<file path="src/shared/tcf_pkg.sv">
// Constants and types shared by the timing and counting function blocks.
`default_nettype none
package tcf_pkg;
  // Clock and time base.
  localparam int TCF_CLK_PERIOD_NS  = 10;
  localparam int TCF_TICK_PERIOD_MS = 10;
  localparam int TCF_TICK_CYCLES    = TCF_TICK_PERIOD_MS * 1000000 / TCF_CLK_PERIOD_NS;

  // Field widths.
  localparam int TCF_PERIOD_W = 14;
  localparam int TCF_UNIT_W   = 2;
  localparam int TCF_COUNT_W  = 24;
  localparam int TCF_SUB_W    = 12;
  localparam int TCF_ADDR_W   = 8;

  // Time settings in hundredths of the selected unit, then counter limits.
  localparam logic [13:0] TCF_PERIOD_MIN = 14'h0001;
  localparam logic [13:0] TCF_PERIOD_MAX = 14'h270F;
  localparam logic [13:0] TCF_PERIOD_DEF = 14'h0064;
  localparam logic [23:0] TCF_COUNT_MAX  = 24'h98967F;
  localparam logic [23:0] TCF_COUNT_ZERO = 24'h000000;
  localparam logic [23:0] TCF_COUNT_ONE  = 24'h000001;

  // Unit codes and the last sub-tick index of one hundredth of each unit.
  localparam logic [1:0]  TCF_UNIT_SEC      = 2'h0;
  localparam logic [1:0]  TCF_UNIT_MIN      = 2'h1;
  localparam logic [1:0]  TCF_UNIT_HOUR     = 2'h2;
  localparam logic [11:0] TCF_SUB_LAST_SEC  = 12'h000;
  localparam logic [11:0] TCF_SUB_LAST_MIN  = 12'h03B;
  localparam logic [11:0] TCF_SUB_LAST_HOUR = 12'hE0F;

  // Register field positions.
  localparam int TCF_CFG_PERIOD_LSB = 0;
  localparam int TCF_CFG_UNIT_LSB   = 16;
  localparam int TCF_ST_SQW         = 0;
  localparam int TCF_ST_DLY         = 1;
  localparam int TCF_ST_UP          = 2;
  localparam int TCF_ST_DN          = 3;

  // Register byte offsets.
  localparam logic [7:0] TCF_OFF_SQW_CFG = 8'h00;
  localparam logic [7:0] TCF_OFF_DLY_CFG = 8'h04;
  localparam logic [7:0] TCF_OFF_UP_THR  = 8'h08;
  localparam logic [7:0] TCF_OFF_DN_PRE  = 8'h0C;
  localparam logic [7:0] TCF_OFF_STATUS  = 8'h10;
  localparam logic [7:0] TCF_OFF_UP_CNT  = 8'h14;
  localparam logic [7:0] TCF_OFF_DN_CNT  = 8'h18;

  localparam logic [1:0] TCF_RESP_OKAY   = 2'h0;
  localparam logic [1:0] TCF_RESP_SLVERR = 2'h2;

  typedef enum logic [1:0] {SQW_OFF, SQW_LOW, SQW_HIGH} tcf_sqw_state_t;
  typedef enum logic [1:0] {DLY_IDLE, DLY_TIMING, DLY_DONE} tcf_dly_state_t;
endpackage
`default_nettype wire

</file>
<file path="src/hw/tcf_interval_timer.sv">
// Interval timer that counts hundredths of a selectable time unit.
`timescale 1ns/10ps
`default_nettype none
module tcf_interval_timer
#(
  parameter int PERIOD_W = tcf_pkg::TCF_PERIOD_W
)
(
  input  wire logic                          clk_sys,
  input  wire logic                          sys_rst,
  input  wire logic                          tick_en,
  input  wire logic                          start,
  input  wire logic                          run,
  input  wire logic [PERIOD_W-1:0]           period,
  input  wire logic [tcf_pkg::TCF_UNIT_W-1:0] unit,
  output logic                               expire
);
  import tcf_pkg::*;

  logic [TCF_SUB_W-1:0] sub_ff;
  logic [PERIOD_W-1:0]  hund_ff;
  logic                 expire_ff;
  logic                 clear;
  logic                 sub_last;
  logic                 hund_last;

  function automatic logic [TCF_SUB_W-1:0] sub_last_of(input logic [TCF_UNIT_W-1:0] u);
    case (u)
      TCF_UNIT_MIN:  sub_last_of = TCF_SUB_LAST_MIN;
      TCF_UNIT_HOUR: sub_last_of = TCF_SUB_LAST_HOUR;
      default:       sub_last_of = TCF_SUB_LAST_SEC;
    endcase
  endfunction

  assign clear     = sys_rst | start | ~run;
  assign sub_last  = (sub_ff == sub_last_of(unit));
  assign hund_last = (hund_ff == period - PERIOD_W'(1));
  assign expire    = expire_ff;

  // Counters restart at zero on start, so timing begins at the next tick.
  always_ff @(posedge clk_sys)
  begin
    if (clear)
    begin
      sub_ff  <= '0;
      hund_ff <= '0;
    end
    else if (tick_en)
    begin
      if (sub_last)
      begin
        sub_ff  <= '0;
        hund_ff <= hund_last ? '0 : hund_ff + PERIOD_W'(1);
      end
      else
      begin
        sub_ff <= sub_ff + TCF_SUB_W'(1);
      end
    end
  end

  // Counters reload as they wrap, so a running timer repeats without gaps.
  always_ff @(posedge clk_sys)
  begin
    expire_ff <= ~clear & tick_en & sub_last & hund_last;
  end
endmodule
`default_nettype wire

</file>
<file path="src/hw/tcf_timer_blocks.sv">
// Square-wave source, retentive on-delay, up and down counters with AXI4-Lite.
// Summary of operation
// - Square wave starts timing on enable rise, output goes high after period.
// - While enabled, output toggles at each expiry with equal high and low times.
// - Enable low stops the square wave and holds its output low.
// - Square-wave reset high forces its output low whatever enable does.
// - Reset falling with enable high restarts from low, full period first.
// - Square-wave period is 0.01 to 99.99 in seconds, minutes or hours.
// - Square-wave timing error stays within half a second.
// - On-delay starts timing on trigger rise, output goes high after delay.
// - On-delay output stays high, ignoring triggers, until reset.
// - On-delay reset clears time and output and beats the trigger.
// - On-delay setting is 0.01 to 99.99 in seconds, minutes or hours.
// - Up counter reset wins; clears count and output while asserted.
// - Up counter adds one per count rising edge up to 9999999, ignoring other activity.
// - Up output is high while count reaches threshold; threshold 0 to 9999999.
// - Down counter reset wins; sets count to zero and clears output.
// - Down counter subtracts one per count rising edge, stopping at zero.
// - Down output goes high when decremented to zero; preset 0 to 9999999.
`timescale 1ns/10ps
`default_nettype none
module tcf_timer_blocks
#(
  parameter int TICK_CYCLES = tcf_pkg::TCF_TICK_CYCLES
)
(
  input  wire logic                          clk_sys,
  input  wire logic                          sys_rst,
  input  wire logic                          s_axi_awvalid,
  output logic                               s_axi_awready,
  input  wire logic [tcf_pkg::TCF_ADDR_W-1:0] s_axi_awaddr,
  input  wire logic                          s_axi_wvalid,
  output logic                               s_axi_wready,
  input  wire logic [31:0]                   s_axi_wdata,
  input  wire logic [3:0]                    s_axi_wstrb,
  output logic                               s_axi_bvalid,
  input  wire logic                          s_axi_bready,
  output logic [1:0]                         s_axi_bresp,
  input  wire logic                          s_axi_arvalid,
  output logic                               s_axi_arready,
  input  wire logic [tcf_pkg::TCF_ADDR_W-1:0] s_axi_araddr,
  output logic                               s_axi_rvalid,
  input  wire logic                          s_axi_rready,
  output logic [31:0]                        s_axi_rdata,
  output logic [1:0]                         s_axi_rresp,
  input  wire logic                          sqw_enable,
  input  wire logic                          sqw_reset,
  output logic                               sqw_out,
  input  wire logic                          dly_trigger_input,
  input  wire logic                          dly_reset,
  output logic                               dly_out,
  input  wire logic                          up_count_pulse_input,
  input  wire logic                          up_reset,
  output logic                               up_out,
  input  wire logic                          dn_count_pulse_input,
  input  wire logic                          dn_reset,
  output logic                               dn_out
);
  import tcf_pkg::*;

  localparam int TICK_W = (TICK_CYCLES > 1) ? $clog2(TICK_CYCLES) : 1;

  logic [TICK_W-1:0]      tick_cnt_ff;
  logic                   tick_ff;
  logic                   aw_held_ff;
  logic                   w_held_ff;
  logic [TCF_ADDR_W-1:0]  awaddr_ff;
  logic [31:0]            wdata_ff;
  logic [3:0]             wstrb_ff;
  logic                   awready_ff;
  logic                   wready_ff;
  logic                   bvalid_ff;
  logic [1:0]             bresp_ff;
  logic                   arready_ff;
  logic                   rvalid_ff;
  logic [31:0]            rdata_ff;
  logic [1:0]             rresp_ff;
  logic [TCF_PERIOD_W-1:0] sqw_period_ff;
  logic [TCF_UNIT_W-1:0]  sqw_unit_ff;
  logic [TCF_PERIOD_W-1:0] dly_period_ff;
  logic [TCF_UNIT_W-1:0]  dly_unit_ff;
  logic [TCF_COUNT_W-1:0] up_thr_ff;
  logic [TCF_COUNT_W-1:0] dn_pre_ff;
  logic [TCF_COUNT_W-1:0] up_cnt_ff;
  logic [TCF_COUNT_W-1:0] nxt_up_cnt;
  logic [TCF_COUNT_W-1:0] dn_cnt_ff;
  logic [TCF_COUNT_W-1:0] nxt_dn_cnt;
  logic                   up_q_ff;
  logic                   dn_q_ff;
  logic                   sqw_q_ff;
  logic                   dly_q_ff;
  tcf_sqw_state_t         sqw_state_ff;
  tcf_dly_state_t         dly_state_ff;
  logic                   sqw_active_prev_ff;
  logic                   trig_prev_ff;
  logic                   up_prev_ff;
  logic                   dn_prev_ff;
  logic                   do_write;
  logic [31:0]            wr_word;
  logic                   dn_load;
  logic                   sqw_active;
  logic                   sqw_start;
  logic                   sqw_expire;
  logic                   dly_start;
  logic                   dly_expire;
  logic                   trig_rise;
  logic                   up_rise;
  logic                   dn_rise;

  function automatic logic [TCF_PERIOD_W-1:0] clamp_period(input logic [TCF_PERIOD_W-1:0] p);
    if (p < TCF_PERIOD_MIN)
      clamp_period = TCF_PERIOD_MIN;
    else if (p > TCF_PERIOD_MAX)
      clamp_period = TCF_PERIOD_MAX;
    else
      clamp_period = p;
  endfunction

  function automatic logic [TCF_COUNT_W-1:0] clamp_count(input logic [TCF_COUNT_W-1:0] c);
    clamp_count = (c > TCF_COUNT_MAX) ? TCF_COUNT_MAX : c;
  endfunction

  function automatic logic [31:0] cfg_word(input logic [TCF_PERIOD_W-1:0] p,
                                           input logic [TCF_UNIT_W-1:0]   u);
    cfg_word = '0;
    cfg_word[TCF_CFG_PERIOD_LSB +: TCF_PERIOD_W] = p;
    cfg_word[TCF_CFG_UNIT_LSB +: TCF_UNIT_W]     = u;
  endfunction

  function automatic logic [TCF_ADDR_W-1:0] aligned(input logic [TCF_ADDR_W-1:0] a);
    aligned = {a[TCF_ADDR_W-1:2], 2'h0};
  endfunction

  function automatic logic writable(input logic [TCF_ADDR_W-1:0] a);
    case (aligned(a))
      TCF_OFF_SQW_CFG, TCF_OFF_DLY_CFG, TCF_OFF_UP_THR, TCF_OFF_DN_PRE: writable = 1'b1;
      default: writable = 1'b0;
    endcase
  endfunction

  function automatic logic readable(input logic [TCF_ADDR_W-1:0] a);
    case (aligned(a))
      TCF_OFF_STATUS, TCF_OFF_UP_CNT, TCF_OFF_DN_CNT: readable = 1'b1;
      default: readable = writable(a);
    endcase
  endfunction

  function automatic logic [31:0] reg_word(input logic [TCF_ADDR_W-1:0] a);
    reg_word = '0;
    case (aligned(a))
      TCF_OFF_SQW_CFG: reg_word = cfg_word(sqw_period_ff, sqw_unit_ff);
      TCF_OFF_DLY_CFG: reg_word = cfg_word(dly_period_ff, dly_unit_ff);
      TCF_OFF_UP_THR:  reg_word[TCF_COUNT_W-1:0] = up_thr_ff;
      TCF_OFF_DN_PRE:  reg_word[TCF_COUNT_W-1:0] = dn_pre_ff;
      TCF_OFF_UP_CNT:  reg_word[TCF_COUNT_W-1:0] = up_cnt_ff;
      TCF_OFF_DN_CNT:  reg_word[TCF_COUNT_W-1:0] = dn_cnt_ff;
      TCF_OFF_STATUS:
      begin
        reg_word[TCF_ST_SQW] = sqw_q_ff;
        reg_word[TCF_ST_DLY] = dly_q_ff;
        reg_word[TCF_ST_UP]  = up_q_ff;
        reg_word[TCF_ST_DN]  = dn_q_ff;
      end
      default: reg_word = '0;
    endcase
  endfunction

  function automatic logic [31:0] apply_strb(input logic [31:0] old,
                                             input logic [31:0] wd,
                                             input logic [3:0]  st);
    logic [31:0] res;
    res = old;
    for (int i = 0; i < 4; i++)
      if (st[i])
        res[i*8 +: 8] = wd[i*8 +: 8];
    apply_strb = res;
  endfunction

  assign s_axi_awready = awready_ff;
  assign s_axi_wready  = wready_ff;
  assign s_axi_bvalid  = bvalid_ff;
  assign s_axi_bresp   = bresp_ff;
  assign s_axi_arready = arready_ff;
  assign s_axi_rvalid  = rvalid_ff;
  assign s_axi_rdata   = rdata_ff;
  assign s_axi_rresp   = rresp_ff;
  assign sqw_out       = sqw_q_ff;
  assign dly_out       = dly_q_ff;
  assign up_out        = up_q_ff;
  assign dn_out        = dn_q_ff;

  assign do_write = aw_held_ff & w_held_ff & ~bvalid_ff;
  assign wr_word  = apply_strb(reg_word(awaddr_ff), wdata_ff, wstrb_ff);
  assign dn_load  = do_write & (aligned(awaddr_ff) == TCF_OFF_DN_PRE);

  // Ten millisecond time base; tick alignment costs at most one tick of error.
  // Shared time base
  always_ff @(posedge clk_sys)
  begin
    if (sys_rst || tick_cnt_ff == TICK_W'(TICK_CYCLES - 1))
      tick_cnt_ff <= '0;
    else
      tick_cnt_ff <= tick_cnt_ff + TICK_W'(1);
    tick_ff <= ~sys_rst & (tick_cnt_ff == TICK_W'(TICK_CYCLES - 1));
  end

  // Write address and data are taken independently and held until the write.
  always_ff @(posedge clk_sys)
  begin
    if (sys_rst)
    begin
      aw_held_ff <= 1'b0;
      awready_ff <= 1'b0;
      awaddr_ff  <= '0;
    end
    else if (s_axi_awvalid && awready_ff)
    begin
      aw_held_ff <= 1'b1;
      awready_ff <= 1'b0;
      awaddr_ff  <= s_axi_awaddr;
    end
    else
    begin
      if (do_write)
        aw_held_ff <= 1'b0;
      awready_ff <= ~aw_held_ff;
    end
  end

  always_ff @(posedge clk_sys)
  begin
    if (sys_rst)
    begin
      w_held_ff <= 1'b0;
      wready_ff <= 1'b0;
      wdata_ff  <= '0;
      wstrb_ff  <= '0;
    end
    else if (s_axi_wvalid && wready_ff)
    begin
      w_held_ff <= 1'b1;
      wready_ff <= 1'b0;
      wdata_ff  <= s_axi_wdata;
      wstrb_ff  <= s_axi_wstrb;
    end
    else
    begin
      if (do_write)
        w_held_ff <= 1'b0;
      wready_ff <= ~w_held_ff;
    end
  end

  always_ff @(posedge clk_sys)
  begin
    if (sys_rst)
    begin
      bvalid_ff <= 1'b0;
      bresp_ff  <= TCF_RESP_OKAY;
    end
    else if (do_write)
    begin
      bvalid_ff <= 1'b1;
      bresp_ff  <= writable(awaddr_ff) ? TCF_RESP_OKAY : TCF_RESP_SLVERR;
    end
    else if (s_axi_bready)
    begin
      bvalid_ff <= 1'b0;
    end
  end

  always_ff @(posedge clk_sys)
  begin
    if (sys_rst)
    begin
      arready_ff <= 1'b0;
      rvalid_ff  <= 1'b0;
      rdata_ff   <= '0;
      rresp_ff   <= TCF_RESP_OKAY;
    end
    else if (s_axi_arvalid && arready_ff)
    begin
      arready_ff <= 1'b0;
      rvalid_ff  <= 1'b1;
      rdata_ff   <= reg_word(s_axi_araddr);
      rresp_ff   <= readable(s_axi_araddr) ? TCF_RESP_OKAY : TCF_RESP_SLVERR;
    end
    else if (rvalid_ff && s_axi_rready)
    begin
      rvalid_ff  <= 1'b0;
      arready_ff <= 1'b1;
    end
    else if (!rvalid_ff)
    begin
      arready_ff <= 1'b1;
    end
  end

  // Periods and counts are clamped into their legal ranges as they are written.
  // Time setting ranges
  always_ff @(posedge clk_sys)
  begin
    if (sys_rst)
    begin
      sqw_period_ff <= TCF_PERIOD_DEF;
      sqw_unit_ff   <= TCF_UNIT_SEC;
      dly_period_ff <= TCF_PERIOD_DEF;
      dly_unit_ff   <= TCF_UNIT_SEC;
      up_thr_ff     <= TCF_COUNT_ZERO;
      dn_pre_ff     <= TCF_COUNT_ZERO;
    end
    else if (do_write)
    begin
      case (aligned(awaddr_ff))
        TCF_OFF_SQW_CFG:
        begin
          sqw_period_ff <= clamp_period(wr_word[TCF_CFG_PERIOD_LSB +: TCF_PERIOD_W]);
          sqw_unit_ff   <= wr_word[TCF_CFG_UNIT_LSB +: TCF_UNIT_W];
        end
        TCF_OFF_DLY_CFG:
        begin
          dly_period_ff <= clamp_period(wr_word[TCF_CFG_PERIOD_LSB +: TCF_PERIOD_W]);
          dly_unit_ff   <= wr_word[TCF_CFG_UNIT_LSB +: TCF_UNIT_W];
        end
        TCF_OFF_UP_THR: up_thr_ff <= clamp_count(wr_word[TCF_COUNT_W-1:0]);
        TCF_OFF_DN_PRE: dn_pre_ff <= clamp_count(wr_word[TCF_COUNT_W-1:0]);
        default: ;
      endcase
    end
  end

  always_ff @(posedge clk_sys)
  begin
    sqw_active_prev_ff <= ~sys_rst & sqw_active;
    trig_prev_ff       <= ~sys_rst & dly_trigger_input;
    up_prev_ff         <= ~sys_rst & up_count_pulse_input;
    dn_prev_ff         <= ~sys_rst & dn_count_pulse_input;
  end

  assign sqw_active = sqw_enable & ~sqw_reset;
  // Start on enable rise or reset release
  assign sqw_start  = sqw_active & ~sqw_active_prev_ff;
  assign trig_rise  = dly_trigger_input & ~trig_prev_ff;
  assign up_rise    = up_count_pulse_input & ~up_prev_ff;
  assign dn_rise    = dn_count_pulse_input & ~dn_prev_ff;
  // Only an idle timer accepts a trigger
  assign dly_start  = (dly_state_ff == DLY_IDLE) & trig_rise & ~dly_reset;

  tcf_interval_timer #(
    .PERIOD_W (TCF_PERIOD_W)
  ) u_sqw_timer (
    .clk_sys  (clk_sys),
    .sys_rst  (sys_rst),
    .tick_en  (tick_ff),
    .start    (sqw_start),
    .run      (sqw_active),
    .period   (sqw_period_ff),
    .unit     (sqw_unit_ff),
    .expire   (sqw_expire)
  );

  tcf_interval_timer #(
    .PERIOD_W (TCF_PERIOD_W)
  ) u_dly_timer (
    .clk_sys  (clk_sys),
    .sys_rst  (sys_rst),
    .tick_en  (tick_ff),
    .start    (dly_start),
    .run      (dly_state_ff == DLY_TIMING),
    .period   (dly_period_ff),
    .unit     (dly_unit_ff),
    .expire   (dly_expire)
  );

  always_ff @(posedge clk_sys)
  begin
    if (sys_rst || !sqw_active)
    begin
      sqw_state_ff <= SQW_OFF;
      sqw_q_ff     <= 1'b0;
    end
    else if (sqw_start)
    begin
      sqw_state_ff <= SQW_LOW;
      sqw_q_ff     <= 1'b0;
    end
    else if (sqw_expire)
    begin
      case (sqw_state_ff)
        SQW_LOW:
        begin
          sqw_state_ff <= SQW_HIGH;
          sqw_q_ff     <= 1'b1;
        end
        SQW_HIGH:
        begin
          sqw_state_ff <= SQW_LOW;
          sqw_q_ff     <= 1'b0;
        end
        default:
        begin
          sqw_state_ff <= SQW_OFF;
          sqw_q_ff     <= 1'b0;
        end
      endcase
    end
  end

  always_ff @(posedge clk_sys)
  begin
    if (sys_rst || dly_reset)
    begin
      dly_state_ff <= DLY_IDLE;
      dly_q_ff     <= 1'b0;
    end
    else
    begin
      case (dly_state_ff)
        DLY_IDLE:
          if (dly_start)
            dly_state_ff <= DLY_TIMING;
        DLY_TIMING:
          if (dly_expire)
          begin
            dly_state_ff <= DLY_DONE;
            dly_q_ff     <= 1'b1;
          end
        DLY_DONE:
          dly_q_ff <= 1'b1;
        default:
        begin
          dly_state_ff <= DLY_IDLE;
          dly_q_ff     <= 1'b0;
        end
      endcase
    end
  end

  always_comb
  begin
    nxt_up_cnt = up_cnt_ff;
    if (up_reset)
      nxt_up_cnt = TCF_COUNT_ZERO;
    else if (up_rise && up_cnt_ff != TCF_COUNT_MAX)
      nxt_up_cnt = up_cnt_ff + TCF_COUNT_ONE;
  end

  always_comb
  begin
    nxt_dn_cnt = dn_cnt_ff;
    if (dn_reset)
      nxt_dn_cnt = TCF_COUNT_ZERO;
    else if (dn_load)
      nxt_dn_cnt = clamp_count(wr_word[TCF_COUNT_W-1:0]);
    else if (dn_rise && dn_cnt_ff != TCF_COUNT_ZERO)
      nxt_dn_cnt = dn_cnt_ff - TCF_COUNT_ONE;
  end

  always_ff @(posedge clk_sys)
  begin
    if (sys_rst)
    begin
      up_cnt_ff <= TCF_COUNT_ZERO;
      up_q_ff   <= 1'b0;
    end
    else
    begin
      up_cnt_ff <= nxt_up_cnt;
      up_q_ff   <= ~up_reset & (nxt_up_cnt >= up_thr_ff);
    end
  end

  always_ff @(posedge clk_sys)
  begin
    if (sys_rst || dn_reset || dn_load)
    begin
      dn_q_ff <= 1'b0;
    end
    else if (dn_rise && dn_cnt_ff == TCF_COUNT_ONE)
    begin
      dn_q_ff <= 1'b1;
    end
    if (sys_rst)
      dn_cnt_ff <= TCF_COUNT_ZERO;
    else
      dn_cnt_ff <= nxt_dn_cnt;
  end
endmodule
`default_nettype wire

</file>
<file path="config.mk">
export PLATFORM = sky130hd
export DESIGN_NAME = tcf_timer_blocks
export DESIGN_NICKNAME = d
export VERILOG_FILES = /design/src/shared/tcf_pkg.sv /design/src/hw/tcf_interval_timer.sv /design/src/hw/tcf_timer_blocks.sv
export SDC_FILE = /design/constraint.sdc
export NUM_CORES = 1
export LEC_CHECK = 0
export BUFFER_PORTS_ARGS = -buffer_cell sky130_fd_sc_hd__buf_2
export CAP_MARGIN = 20
export CORE_MARGIN = 2
export CORE_UTILIZATION = 45
export CTS_BUF_LIST = sky130_fd_sc_hd__clkbuf_2 sky130_fd_sc_hd__clkbuf_4 sky130_fd_sc_hd__clkbuf_8
export CTS_CLUSTER_DIAMETER = 30
export DETAILED_ROUTE_END_ITERATION = 10
export PLACE_DENSITY = 0.74
export SETUP_SLACK_MARGIN = 0.3
export SYNTH_ARGS = -nofsm -noshare
export SYNTH_HDL_FRONTEND = slang
export SYNTH_HIERARCHICAL = 1
export SYNTH_SLANG_ARGS = --single-unit
</file>
<file path="constraint.sdc">
create_clock -name clk_sys -period 4.3 [get_ports clk_sys]
set_input_delay 0.645 -clock clk_sys [delete_from_list [all_inputs] [get_ports clk_sys]]
set_output_delay 0.645 -clock clk_sys [all_outputs]
set_load 0.02 [all_outputs]
</file>
Yosys cells after proc, flatten, opt, wreduce, memory -nomap -nowiden
Cells that the tools add are included.

storage, ports and cells
  logic and storage cells = 212
  register bits = 285
  output and inout bits = 45
  input port bits = 67

operators by class
  magnitude comparators = 4
  eq/ne operators = 30
  bitwise operators = 43
  reductions and logical operators = 39
  add/subtract/negate cells = 9
  mux-type cells = 47

operators by type and width
  cell                     number
  $pmux W20 S6             2
  $mux W24                 5
  $mux W14                 4
  $pmux W4 S7              2
  $pmux W12 S2             2
  $eq A6 B3 Y1 const B     6
  $add A14 B1 Y14 const B  2
  $eq A14 B14 Y1           2
  $sub A14 B1 Y14 const B  2
  $add A12 B1 Y12 const B  2
  $add A24 B1 Y24 const B  1
  $eq A12 B12 Y1           2
  $eq A24 B1 Y1 const B    1
  $eq A6 B2 Y1 const B     4
  $ge A24 B24 Y1           1
  $gt A24 B24 Y1 const B   1
  $mux W12                 2
  $mux W8                  3
  $ne A24 B24 Y1 const B   1
  $reduce_bool A24 Y1      1
  $sub A24 B1 Y24 const B  1
  $and A1 B1 Y1            22
  $add A20 B1 Y20 const B  1
  $eq A20 B20 Y1 const B   1
  25 further kinds         101

Depth between registers and ports, before layout
  word-level depth = 10
  gate-level depth with buffers = 18
  depth with buffers taken out = 17

By module
Netlist, hierarchy kept.

modules (own cells, without submodules)
  module              area an instance (um2)  cells each  sequential area each (um2)  times used
  tcf_timer_blocks    12116.6                 1475        4524.3                      1
  tcf_interval_timer  1856.8                  244         540.5                       2

Worst setup path before layout
OpenSTA, ideal clock, no wires.

  path type = register to register
  start = reg up_cnt_ff[0]
  end = reg up_q_ff, in the netlist up_out
  path slack = 0.636 ns
  clock period less this slack = 3.664 ns
  stages on the path, launching flop included = 19
  data arrival time = 3.532 ns
  buffers on the path = 1
  cell sequence = dfxtp_1 > ha_1 > nor4b_1 > nand4_1 > o41ai_2 > nor3_1 > nand2b_1 > clkbuf_1 > nor2_1 > xnor2_1 > nor2_1 > ha_1 > a21o_1 > a21o_1 > a21oi_1 > o211ai_1 > a21o_1 > a31oi_1 > a211oi_1

between the ends
  longest elaborated chain between the ends = 6
  elaborated cells on any way between the ends = 7

ends and longest elaborated chain
  what                                                                     line                     text
  from (decl)                                                              tcf_timer_blocks.sv:84   logic [TCF_COUNT_W-1:0] up_cnt_ff;
  from (signal assigned)                                                   tcf_timer_blocks.sv:468  up_cnt_ff <= nxt_up_cnt;
  parallel branches: the longest is 2 deep, another holds $add A24 B1 Y24  n/a
  $mux W24 (*)                                                             tcf_timer_blocks.sv:444  else if (up_rise && up_cnt_ff != TCF_COUNT_MAX)
  $mux W24 (*)                                                             tcf_timer_blocks.sv:442  if (up_reset)
  via nxt_up_cnt[17]                                                       tcf_timer_blocks.sv:85   logic [TCF_COUNT_W-1:0] nxt_up_cnt;
  $ge A24 B24 Y1 (*)                                                       tcf_timer_blocks.sv:469  up_q_ff <= ~up_reset & (nxt_up_cnt >= up_thr_ff);
  $and A1 B1 Y1 (*)                                                        tcf_timer_blocks.sv:469
  to (signal assigned)                                                     tcf_timer_blocks.sv:469
  to (decl)                                                                tcf_timer_blocks.sv:88   logic up_q_ff;

Mark *: on every way through the listed nets, which the timed path passes.
A chain may end at the register's enable or synchronous reset.

Worst setup path in the final report
  start = reg awaddr_ff[3]
  end = reg up_thr_ff[0]

between the ends
  longest elaborated chain between the ends = 5
  elaborated cells on any way between the ends = 15

ends and longest elaborated chain
  what                                         line                     text
  from (decl)                                  tcf_timer_blocks.sv:67   logic [TCF_ADDR_W-1:0] awaddr_ff;
  from (signal assigned)                       tcf_timer_blocks.sv:220  awaddr_ff <= s_axi_awaddr;
  $eq A6 B3 Y1, or another cell as far along   tcf_timer_blocks.sv:150  case (aligned(a))
  $pmux W4 S7 or $pmux W20 S6 (tied branches)  tcf_timer_blocks.sv:150
  $mux W8                                      tcf_timer_blocks.sv:174  if (st[i])
  $gt A24 B24 Y1                               tcf_timer_blocks.sv:120  clamp_count = (c > TCF_COUNT_MAX) ? TCF_COUNT_MAX : c;
  $mux W24                                     tcf_timer_blocks.sv:120
  to (signal assigned)                         tcf_timer_blocks.sv:325  TCF_OFF_UP_THR: up_thr_ff <= clamp_count(wr_word[TCF_COUNT_W-1:0]);
  to (decl)                                    tcf_timer_blocks.sv:82   logic [TCF_COUNT_W-1:0] up_thr_ff;

Several ways; a longest one is shown, not always the timed one.

==> out/metrics.yaml <==
crit_slowest_cell: "dfxtp_1"
ctsHoldBuffers: 0
yosysSeqAreaShare_pct: 35.4
startpoint_type: "flop"
rsz0062_at_grt: "no"
synth_ff_type: "dfxtp_1"
drive_gt1_share_pct: 16.6
die-area_um2: 36700
postSynthAreaPerCell_um2: 8.06
cp_max_fo: 28
crit_chain: "buf_4 -> nor2b_1 -> a22oi_1 -> o211ai_1 -> a21bo_2 -> or4_4 -> o32ai_4 -> o21ai_4 -> buf_12 -> a311oi_2"
cts_tree: "built"
fin_util_pct: 53.9
track_usage_pct: 27.9
status: "completed"
clock_sinks: 280
yosysWarnings: 6
grt_pass1_wl_mm: 80.1
final_common_cell: "dfxtp_1"
fin_crit_ps: 3850
htreeDepth: 3
netlist_instances: 1963
crit_family: "compound AO/OA/AOI/OAI gates"
route.vias.total: 15594
ant_nets: 0
peakVddDrop_uv: 462
synth_cell_types: 89
stdcell_count: 2591
final.setup.tns_ps: 0
layout_common_cells: "dfxtp_1, nor2_1, nand2_1"
die_h_um: 192
setup_viol: 0
via_per_inst: 6.02
final.setup.worst_slack_ps: 452
arrival_ps: 4370
synth_area_um2: 15800
end_kind: "flop"
clk_latency_ps: 630
ys_async_sr_fraction_pct: 0
hold_viol_final: 0
rows: 68
globalplace.congestion: 1.06
cts_setup_buffers: 0
routedWlPerCell_um: 19.8
routed_wl_mm: 51.4
drv_cap: 0
timing.final.crit_share_pct: 89.5
coreArea_um2: 34600
hpwl_mm: 37.3
antenna_found_initial: 0
root_buffer: "clkbuf_8"
clockBufferDepth: 3
n_fill_cell: 3199
grt_pass1_vias: 14624
ioPinCount: 112
ctsResizeCount: 0
numCtsBuffers: 72
diodes: 0
start_util_pct: 45.7
powerDensity_nw_per_um2: 487
grt-ovfl-total: 0
fmax_ghz: 0.260
post-place-ws_ps: 414
drtIter0Drc: 1441
port_buffers: 88
post-place-cells: 2457
max-slew-margin-rel_pct: 35.5
drt_first_pass_iters: 5
power_w: 0.00908
grt_max_degree: 70
areaGrowthSynthToFinish_pct: 17.9
p_leak_nw: 7.04
ys_ff_latch: 280
required_ps: 4820
nets: 2187
critical_path_class: "reg2reg"
hold_path_class: "in2reg"
worst_pin_slew_ps: 967
die_w_um: 192
maxSlewViolCount: 0
clk_pin_slew_worst_paths_ps: 50
route.detailed.drc: 0
synth_edf_count: 0
finClkSkew_ps: 52.5
path_buf_inv: 2
cpPeakStageDelay_ps: 640
[layout make-up]
class / instances / area, µm² / share of cell area [%]
inverter: 68 / 255 / 1.37
clock buffer: 97 / 1230 / 6.62
clock inverter: 35 / 552 / 2.96
sequential: 280 / 5610 / 30.0
timing repair buffer: 154 / 971 / 5.20
multi-input combinational: 1502 / 9470 / 50.8
tap: 455 / 569 / 3.05
[synthesized netlist by cell type, types with 5 or more instances]
library cell / n / area share, %
a211oi_1: 54 / 2.6
a21o_1: 11 / 0.52
a21oi_1: 111 / 3.5
a221oi_1: 20 / 1.1
a221oi_2: 6 / 0.57
a22o_1: 9 / 0.50
a22oi_1: 30 / 1.4
a31oi_1: 28 / 1.1
a32o_1: 7 / 0.44
and2_1: 22 / 0.87
and3_1: 39 / 1.5
buf_1: 7 / 0.17
buf_2: 11 / 0.35
buf_4: 12 / 0.57
buf_6: 5 / 0.36
clkbuf_1: 85 / 2.0
dfxtp_1: 280 / 35
ha_1: 42 / 3.3
inv_1: 67 / 1.6
mux2_2: 8 / 0.57
mux2i_1: 29 / 1.8
mux4_2: 13 / 1.8
nand2_1: 214 / 5.1
nand2b_1: 22 / 0.87
nand3_1: 53 / 1.7
nand3b_1: 17 / 0.81
nand4_1: 38 / 1.5
nand4b_1: 5 / 0.28
nor2_1: 258 / 6.1
nor2b_1: 28 / 1.1
nor3_1: 70 / 2.2
nor4_1: 25 / 0.99
nor4b_1: 10 / 0.55
o211ai_1: 8 / 0.38
o21ai_0: 60 / 1.9
o22ai_1: 15 / 0.59
o31ai_1: 5 / 0.24
or2_2: 7 / 0.28
or3_1: 16 / 0.63
or4_1: 5 / 0.24
xnor2_1: 55 / 3.0
xor2_1: 68 / 3.8
[power by group]
part / internal [W] / leakage, nW / switching [W]
combinational: 0.000790 / 3.86 / 0.00118
sequential: 0.00275 / 2.26 / 0.000250
clock: 0.00268 / 0.917 / 0.00142
[stage by stage]
| step | hold WS, ps | area [µm²] |
|---|---|---|
| floorplan | 426 | 15900 |
| global placement | 438 | 16800 |
| detailed placement | 449 | 16800 |
| CTS | 243 | 18600 |
| global route | 250 | 18700 |
| finish | 263 | 18700 |
[routing by layer]
metal | GRT usage, % | share of wire, % | wire length (µm) | vias to the layer above
met5 | 0 | 0 | 0 | -
met4 | 13.6 | 4.7 | 2430 | 0
met3 | 7.20 | 9.8 | 5010 | 177
met2 | 43.6 | 44 | 22600 | 778
met1 | 35.7 | 41 | 21300 | 7369
li1 | - | - | - | 7270
[cells by family after synthesis]
group / share of synthesized area, %
compound gates: 18.5
xor+xnor: 6.81
fa+ha+maj: 3.32
buf+inv: 5.13
flops: 35.4
mux: 4.44
other cells: 0.0237
simple gates: 26.4
[final timing paths]
kind                                            from            to  slack (ps)  cells after the start
worst max register to register          awaddr_ff[3]  up_thr_ff[0]         450                     10
worst min-delay path            up_count_pulse_input    up_prev_ff         260                      2
worst min register to register          wdata_ff[22]  wdata_ff[22]         460                      2
worst max-delay path                    awaddr_ff[3]  up_thr_ff[0]         450                     10
[sequential cells by signal, indices dropped and copies added, names as in the netlist, 3 cells and up]
| name | cells |
|---|---|
| wdata_ff | 24 |
| u_sqw_timer/sub_ff | 12 |
| dly_period_ff | 14 |
| up_cnt_ff | 24 |
| tick_cnt_ff | 20 |
| wstrb_ff | 3 |
| dn_pre_ff | 24 |
| s_axi_rdata | 24 |
| u_dly_timer/sub_ff | 12 |
| dn_cnt_ff | 24 |
| u_sqw_timer/hund_ff | 14 |
| sqw_period_ff | 14 |
| up_thr_ff | 24 |
| u_dly_timer/hund_ff | 14 |
| awaddr_ff | 6 |
Power figures use the tool's default switching activity.
